`src/rtl/pirm_defs.svh`:
```
// Offsets, field positions, reset values and selector codes of the peripheral input remap block
`ifndef PIRM_DEFS_SVH
`define PIRM_DEFS_SVH

// Register byte offsets on the AXI4-Lite bus
`define PIRM_SPI2_MAP_OFS 8'h00
`define PIRM_CAN_MAP_OFS 8'h04
`define PIRM_DTC_MAP_OFS 8'h08

// Selector field width and positions
`define PIRM_SEL_W 7
`define PIRM_SEL_LO_LSB 0
`define PIRM_SEL_HI_LSB 8

// Reset value of every selector field
`define PIRM_SEL_RST 7'h00

// Selector codes with a fixed meaning
`define PIRM_CODE_VSS 7'h00
`define PIRM_CODE_COMPARATOR_ONE_OUTPUT 7'h01
`define PIRM_CODE_PIN121 7'h79

// Number of routed peripheral inputs and of selectable sources
`define PIRM_NUM_ROUTES 4
`define PIRM_NUM_SRC 128

// Routed input index
`define PIRM_IDX_SPI2 0
`define PIRM_IDX_CAN 1
`define PIRM_IDX_DTC2 2
`define PIRM_IDX_DTC3 3

// AXI response codes
`define PIRM_RESP_OKAY 2'h0
`define PIRM_RESP_DECERR 2'h3

`endif

```
`src/rtl/pirm_pkg.sv`:
```
// Types shared by the peripheral input remap block
`include "pirm_defs.svh"
package pirm_pkg;
    typedef logic [`PIRM_SEL_W-1:0] pirm_sel_t;
    typedef logic [`PIRM_NUM_SRC-1:0] pirm_src_t;

    // Whole state of the remap top
    typedef struct packed {
        logic aw_held;
        logic [7:0] aw_addr;
        logic w_held;
        logic [31:0] w_data;
        logic [3:0] w_strb;
        logic bvalid;
        logic [1:0] bresp;
        logic rvalid;
        logic [31:0] rdata;
        logic [1:0] rresp;
        pirm_sel_t spi_sel;
        pirm_sel_t can_sel;
        pirm_sel_t dtc2_sel;
        pirm_sel_t dtc3_sel;
        logic [`PIRM_NUM_ROUTES-1:0] route;
    } pirm_state_t;
endpackage : pirm_pkg

```
`src/rtl/pirm_source_mux.sv`:
```
// One selector-driven source multiplexer for a remapped peripheral input
`timescale 1ns/1ps
`include "pirm_defs.svh"
module pirm_source_mux (
    input wire pirm_pkg::pirm_src_t src,
    input wire pirm_pkg::pirm_sel_t sel,
    output logic routed,
    output logic code_valid
);
    import pirm_pkg::*;

    // Source vector index equals the selector code; codes past pin 121 see a zero
    always_comb begin
        routed = src[sel];
        code_valid = (sel <= `PIRM_CODE_PIN121);
    end
endmodule : pirm_source_mux

```
`src/rtl/pirm_remap.sv`:
```
// Peripheral input remap: selector registers on AXI4-Lite and the routed peripheral inputs
//
// Operation
// SPI2 slave select input follows the source picked by spi2 map bits 6-0.
// CAN receive input follows the source picked by can map bits 6-0.
// Dead-time map: bits 14-8 pick compensation input 3, bits 6-0 input 2.
// Selector code 1111001 connects the input to remappable pin 121.
// Selector code 0000001 connects the input to comparator one output.
// Selector code 0000000 holds the input low.
// Bits above each selector field ignore writes and read as zero.
// Reset clears every selector, so all routed inputs sit low.
`timescale 1ns/1ps
`include "pirm_defs.svh"
module pirm_remap (
    input wire logic mclk,
    input wire logic sys_rst,
    input wire logic [7:0] s_axi_awaddr,
    input wire logic s_axi_awvalid,
    output logic s_axi_awready,
    input wire logic [31:0] s_axi_wdata,
    input wire logic [3:0] s_axi_wstrb,
    input wire logic s_axi_wvalid,
    output logic s_axi_wready,
    output logic [1:0] s_axi_bresp,
    output logic s_axi_bvalid,
    input wire logic s_axi_bready,
    input wire logic [7:0] s_axi_araddr,
    input wire logic s_axi_arvalid,
    output logic s_axi_arready,
    output logic [31:0] s_axi_rdata,
    output logic [1:0] s_axi_rresp,
    output logic s_axi_rvalid,
    input wire logic s_axi_rready,
    input wire logic [121:2] remappable_pin,
    input wire logic comparator_one_output,
    output logic spi2_slave_select_input,
    output logic can_receive_input,
    output logic deadtime_comp_in2_input,
    output logic deadtime_comp_in3_input,
    output logic [`PIRM_NUM_ROUTES-1:0] route_code_valid
);
    import pirm_pkg::*;

    pirm_state_t st_q;
    pirm_state_t st_d;
    pirm_src_t src_vec;
    pirm_sel_t sel_vec [`PIRM_NUM_ROUTES];
    logic [`PIRM_NUM_ROUTES-1:0] mux_out;
    logic [7:0] wr_addr;
    logic [7:0] rd_addr;

    // Source vector: code 0 ground, code 1 comparator, codes 2..121 the pins, above reads low
    assign src_vec = {6'h00, remappable_pin, comparator_one_output, 1'b0};

    // Selector of each routed input
    assign sel_vec[`PIRM_IDX_SPI2] = st_q.spi_sel;
    assign sel_vec[`PIRM_IDX_CAN] = st_q.can_sel;
    assign sel_vec[`PIRM_IDX_DTC2] = st_q.dtc2_sel;
    assign sel_vec[`PIRM_IDX_DTC3] = st_q.dtc3_sel;

    // One multiplexer per routed input
    genvar gi;
    generate
        for (gi = 0; gi < `PIRM_NUM_ROUTES; gi++) begin : g_route
            pirm_source_mux u_mux (
                .src(src_vec),
                .sel(sel_vec[gi]),
                .routed(mux_out[gi]),
                .code_valid(route_code_valid[gi])
            );
        end
    endgenerate

    // Word-aligned addresses for decode
    assign wr_addr = {st_q.aw_addr[7:2], 2'b00};
    assign rd_addr = {s_axi_araddr[7:2], 2'b00};

    // Read value of a register, unimplemented bits as zero
    function automatic logic [31:0] pirm_read(input logic [7:0] addr, input pirm_state_t s);
        logic [31:0] val;
        val = 32'h0000_0000;
        case (addr)
            `PIRM_SPI2_MAP_OFS: val = {25'h0000000, s.spi_sel};
            `PIRM_CAN_MAP_OFS: val = {25'h0000000, s.can_sel};
            `PIRM_DTC_MAP_OFS: val = {17'h00000, s.dtc3_sel, 1'b0, s.dtc2_sel};
            default: val = 32'h0000_0000;
        endcase
        return val;
    endfunction : pirm_read

    // Next-state logic: bus slave, selector writes and routed input capture
    always_comb begin
        st_d = st_q;
        // Address and data channels are taken independently
        if (s_axi_awvalid && !st_q.aw_held) begin
            st_d.aw_held = 1'b1;
            st_d.aw_addr = s_axi_awaddr;
        end
        if (s_axi_wvalid && !st_q.w_held) begin
            st_d.w_held = 1'b1;
            st_d.w_data = s_axi_wdata;
            st_d.w_strb = s_axi_wstrb;
        end
        // Response handed over
        if (st_q.bvalid && s_axi_bready) begin
            st_d.bvalid = 1'b0;
        end
        // Perform the write once both halves are held and no response is pending
        if (st_q.aw_held && st_q.w_held && !st_q.bvalid) begin
            st_d.aw_held = 1'b0;
            st_d.w_held = 1'b0;
            st_d.bvalid = 1'b1;
            st_d.bresp = `PIRM_RESP_OKAY;
            case (wr_addr)
                `PIRM_SPI2_MAP_OFS: begin
                    if (st_q.w_strb[0]) begin
                        st_d.spi_sel = st_q.w_data[`PIRM_SEL_LO_LSB +: `PIRM_SEL_W];
                    end
                end
                `PIRM_CAN_MAP_OFS: begin
                    if (st_q.w_strb[0]) begin
                        st_d.can_sel = st_q.w_data[`PIRM_SEL_LO_LSB +: `PIRM_SEL_W];
                    end
                end
                `PIRM_DTC_MAP_OFS: begin
                    if (st_q.w_strb[0]) begin
                        st_d.dtc2_sel = st_q.w_data[`PIRM_SEL_LO_LSB +: `PIRM_SEL_W];
                    end
                    if (st_q.w_strb[1]) begin
                        st_d.dtc3_sel = st_q.w_data[`PIRM_SEL_HI_LSB +: `PIRM_SEL_W];
                    end
                end
                default: begin
                    st_d.bresp = `PIRM_RESP_DECERR;
                end
            endcase
        end
        // Read channel: one read in flight, answered the cycle after it is taken
        if (st_q.rvalid && s_axi_rready) begin
            st_d.rvalid = 1'b0;
        end
        if (s_axi_arvalid && !st_q.rvalid) begin
            st_d.rvalid = 1'b1;
            st_d.rdata = pirm_read(rd_addr, st_q);
            case (rd_addr)
                `PIRM_SPI2_MAP_OFS, `PIRM_CAN_MAP_OFS, `PIRM_DTC_MAP_OFS: st_d.rresp = `PIRM_RESP_OKAY;
                default: st_d.rresp = `PIRM_RESP_DECERR;
            endcase
        end
        // Routed inputs are registered copies of the multiplexer outputs
        st_d.route = mux_out;
    end

    // State register; reset clears selectors so every routed input is low
    always_ff @(posedge mclk or posedge sys_rst) begin
        if (sys_rst) begin
            st_q <= '0;
        end else begin
            st_q <= st_d;
        end
    end

    // Bus handshake outputs
    assign s_axi_awready = !st_q.aw_held;
    assign s_axi_wready = !st_q.w_held;
    assign s_axi_bvalid = st_q.bvalid;
    assign s_axi_bresp = st_q.bresp;
    assign s_axi_arready = !st_q.rvalid;
    assign s_axi_rvalid = st_q.rvalid;
    assign s_axi_rdata = st_q.rdata;
    assign s_axi_rresp = st_q.rresp;

    // Routed peripheral inputs
    assign spi2_slave_select_input = st_q.route[`PIRM_IDX_SPI2];
    assign can_receive_input = st_q.route[`PIRM_IDX_CAN];
    assign deadtime_comp_in2_input = st_q.route[`PIRM_IDX_DTC2];
    assign deadtime_comp_in3_input = st_q.route[`PIRM_IDX_DTC3];

    // Write performed in this cycle, used by the checks below
    logic wr_fire;
    assign wr_fire = st_q.aw_held && st_q.w_held && !st_q.bvalid;
endmodule : pirm_remap

```
`config.mk`:
```
export PLATFORM = sky130hd
export DESIGN_NAME = pirm_remap
export DESIGN_NICKNAME = d
export VERILOG_FILES = /design/src/rtl/pirm_pkg.sv /design/src/rtl/pirm_source_mux.sv /design/src/rtl/pirm_remap.sv
export VERILOG_INCLUDE_DIRS = /design/src /design/src/rtl
export SDC_FILE = /design/constraint.sdc
export NUM_CORES = 1
export LEC_CHECK = 0
export BUFFER_PORTS_ARGS = -buffer_cell sky130_fd_sc_hd__buf_2
export CORE_ASPECT_RATIO = 1.75
export CORE_MARGIN = 8
export CORE_UTILIZATION = 40
export DETAILED_ROUTE_END_ITERATION = 12
export PLACE_DENSITY = 0.72
export SETUP_SLACK_MARGIN = 0.15
export SYNTH_ARGS = -nofsm -noshare
export SYNTH_HDL_FRONTEND = slang
export SYNTH_HIERARCHICAL = 1
export SYNTH_SLANG_ARGS = --single-unit
```
`constraint.sdc`:
```
create_clock -name mclk -period 2.05 [get_ports mclk]
set_clock_uncertainty 0.05 [all_clocks]
set_input_delay 0 -clock mclk [delete_from_list [all_inputs] [get_ports mclk]]
set_output_delay 0 -clock mclk [all_outputs]
set_load 0.1 [all_outputs]
```
==> flow_summary.toml <==
[power_and_ir_drop]
share_clk_of_total_power_pct = 11.8
static-leakage-power_uw = 0.00450
fin_total_pwr_uw = 16600
power_density_nw_per_um2 = 1500
power_switching_share_pct = 44.1
power.internal_uw = 9280
ir_worst_vdd_mv = 0.872
net-switching-power_uw = 7330
power.share.combinational_pct = 70.7
pwr-share-seq_pct = 17.6

[setup_path]
wp_data_required_ns = 2.22
regToRegSetupSlack_ns = -0.22
worst_r2r_endpoint = "deadtime_comp_in3_input"
cp.arrival_ns = 2.44
reg2reg_depth = 7
critical_path.reg2reg.startpoint = "sel_vec[0]"
critical_path.endpoint_type = "flop"
timing.critical_path.fanout_max = 6
critical_path_class = "flop to flop"
crit_path_start_kind = "flop"

[logic_synthesis]
ys_ff_latch = 74
synth-edff-count = 0
postSynth.asyncResetShare_pct = 100
synth_cell_type_count = 46
ys_seq_area_share_pct = 23.1
yosysWarnings = 6
synth_cells = 685
syn_area_per_cell_um2 = 11.7
netlist_area_um2 = 8030
ys_dominant_reg_cell = "dfrtp_1"

[clock_network]
cts_tree = "built"
clkSlewWorstSetupHoldPaths_ns = 0.06
cts_made_buffers = 9
worst_skew_pair.late_latency_ns = 0.34
cts.sink_count = 74
clk_root_buffer_cell = "clkbuf_16"
max-clock-path-buffers = 2
cts.htree.levels = 3

[grt]
initial_antenna_violation_count = 4
overflow = 0
track_usage_pct = 25.5
maximum_number_of_pins_on_one_net_before_global_route_repair = 53
grt_pass1_vias = 8477
grt_pass1_wl_mm = 48.4

[outcome]
status = "finished, violations left"
violations = "negative setup slack"

[timing]
timing.setup.tns_ns = -0.620
setup_repair_after_global_routing_missed_its_margin = "true"
timing.final.setup_violations = 4
worst-slew-pin-transition_ns = 0.566
hold_viol = 0
final.period_utilization_pct = 111
drv_slew = 0
max_freq_ghz = 0.440
setup_slack_ns = -0.221
timing.final.crit_period_ns = 2.27
max_slew_headroom_pct = 62.3

[route]
drtPass1Iterations = 5
drt_iter0_markers = 609
drcViolationCount = 0
drt_wl_total_mm = 31.9
final_antenna_net_count = 0
vias_per_cell = 6.10
post_drt_wl_per_cell_um = 25.6
dr_total_vias = 7601

[final_layout]
area_growth_pct = 37.9
fillers = 1709
multiInputGateArea_um2 = 5960
layout.nets = 1174
layout.cells.most_common = "buf_2"
total_area_of_sequential_cells_um2 = 1860
final_cell_mix = "buf_2 (182), buf_4 (103), mux4_2 (89)"
layout-drive-gt1-share_pct = 56.5
final_core_util_pct = 56.1

[place]
post-dp-hpwl_mm = 25.6
gpl.final_weighted_congestion = 0.983
io_buffers = 186

[run]
maxCapViolCount = 0

[hold_path]
hold_path_depth = 3
holdCritStartpoint = "s_axi_araddr[3]"
hold-path-endpoint = "s_axi_rresp[0]"
worstHoldPathType = "input pin to flop"

[floorplanning]
dieHeight_um = 203
die_w_um = 123
fp.dieArea_um2 = 25100
placement_rows = 68
start_util_pct = 40.7
ioPinCount = 229
core_region_area_um2 = 19700
power groups by stage:
stage	Sequential [uW]	Combinational [uW]	Clock, uW
2_1_floorplan	2900	6830	0
3_3_place_gp	2860	10800	0
3_5_place_dp	2890	10900	0
4_1_cts	2870	11400	1980
5_1_grt	2970	12400	2040
6_report	2920	11700	1950
cell type report:
type | count | area share, %
antenna | 2 | 0.0452
sequential | 74 | 16.8
clock inverter | 6 | 1.24
timing repair buffer | 346 | 22.9
clock buffer | 10 | 2.07
inverter | 10 | 0.407
tap | 245 | 2.77
multi-input combinational | 553 | 53.8
cells by family after synthesis:
logic type | share of synthesized area (%)
muxes | 47.0
and+or+nand+nor | 11.3
AOI/OAI and AO/OA | 10.6
DFF | 23.1
buffers and inverters | 7.99
other | 0.0467
worst max-delay path by stage:
stage | cells past startpoint | start | endpoint | slack, ns
2_1_floorplan | 6 | sel_vec[21] | spi2_slave_select_input | 0.1
3_5_place_dp | 7 | sel_vec[7] | deadtime_comp_in2_input | -0.53
4_1_cts | 7 | sel_vec[7] | deadtime_comp_in2_input | -0.22
3_3_place_gp | 7 | sel_vec[7] | deadtime_comp_in2_input | -0.50
5_1_grt | 7 | sel_vec[0] | deadtime_comp_in3_input | -0.28
6_report | 7 | sel_vec[0] | deadtime_comp_in3_input | -0.22
layer usage:
| layer | global-route usage, % | vias to the layer above | wire length [um] |
|---|---|---|---|
| met5 | 0 | - | 17 |
| met4 | 18.2 | 2 | 2120 |
| met3 | 4.71 | 110 | 2290 |
| met1 | 27.4 | 3762 | 10800 |
| li1 | - | 3315 | - |
| met2 | 43.7 | 412 | 16600 |
registers in the layout (all words and copies together) (netlist names):
register                 flops
can_receive_input            1
deadtime_comp_in2_input      1
deadtime_comp_in3_input      1
s_axi_bresp                  1
s_axi_bvalid                 1
s_axi_rdata                 14
s_axi_rresp                  1
s_axi_rvalid                 1
sel_vec                     28
spi2_slave_select_input      1
st_q                        24
metrics by stage:
step | hold WS (ns) | setup WS (ns) | instances | area (um2)
6_report | 0.0311 | -0.221 | 1246 | 11100
2_1_floorplan | 0.0428 | 0.0973 | 730 | 8260
3_3_place_gp | 0.00967 | -0.504 | 1191 | 10100
5_1_grt | 0.0476 | -0.277 | 1246 | 11100
4_1_cts | 0.0180 | -0.221 | 1244 | 10900
3_5_place_dp | 0.0216 | -0.532 | 1191 | 10100
critical path: stages (launching register included):
cell       delay [ns]
dfrtp_2          0.50
buf_6            0.14
mux4_2           0.48
nor3b_2          0.16
a221o_1          0.29
a2111oi_4        0.29
buf_4            0.18
nor4_2           0.04
cell usage after synthesis, drive strengths merged (9+ instances only):
cell | number | area (um2)
a22o | 18 | 158
mux2i | 63 | 631
a221oi | 12 | 105
nor2b | 29 | 181
a2111oi | 16 | 145
nand3b | 9 | 67.6
mux4 | 92 | 2090
inv | 10 | 37.5
nand3 | 12 | 60.1
buf | 77 | 544
clkbuf | 16 | 60.1
mux2 | 94 | 1060
nand2 | 26 | 97.6
nand2b | 17 | 106
nor2 | 21 | 78.8
dfrtp | 74 | 1850
nor4 | 10 | 68.8
timing repair:
| action | CTS | global route |
|---|---|---|
| hold buffers | 29 | 0 |
| pin swaps | 8 | 7 |
| setup buffers | 8 | 0 |
| gates resized for setup | 40 | 31 |
| endpoints found under the setup margin | 15 | 30 |
| hold endpoints to repair | 49 | 0 |
Note: power is estimated with default switching activity, not from simulation.
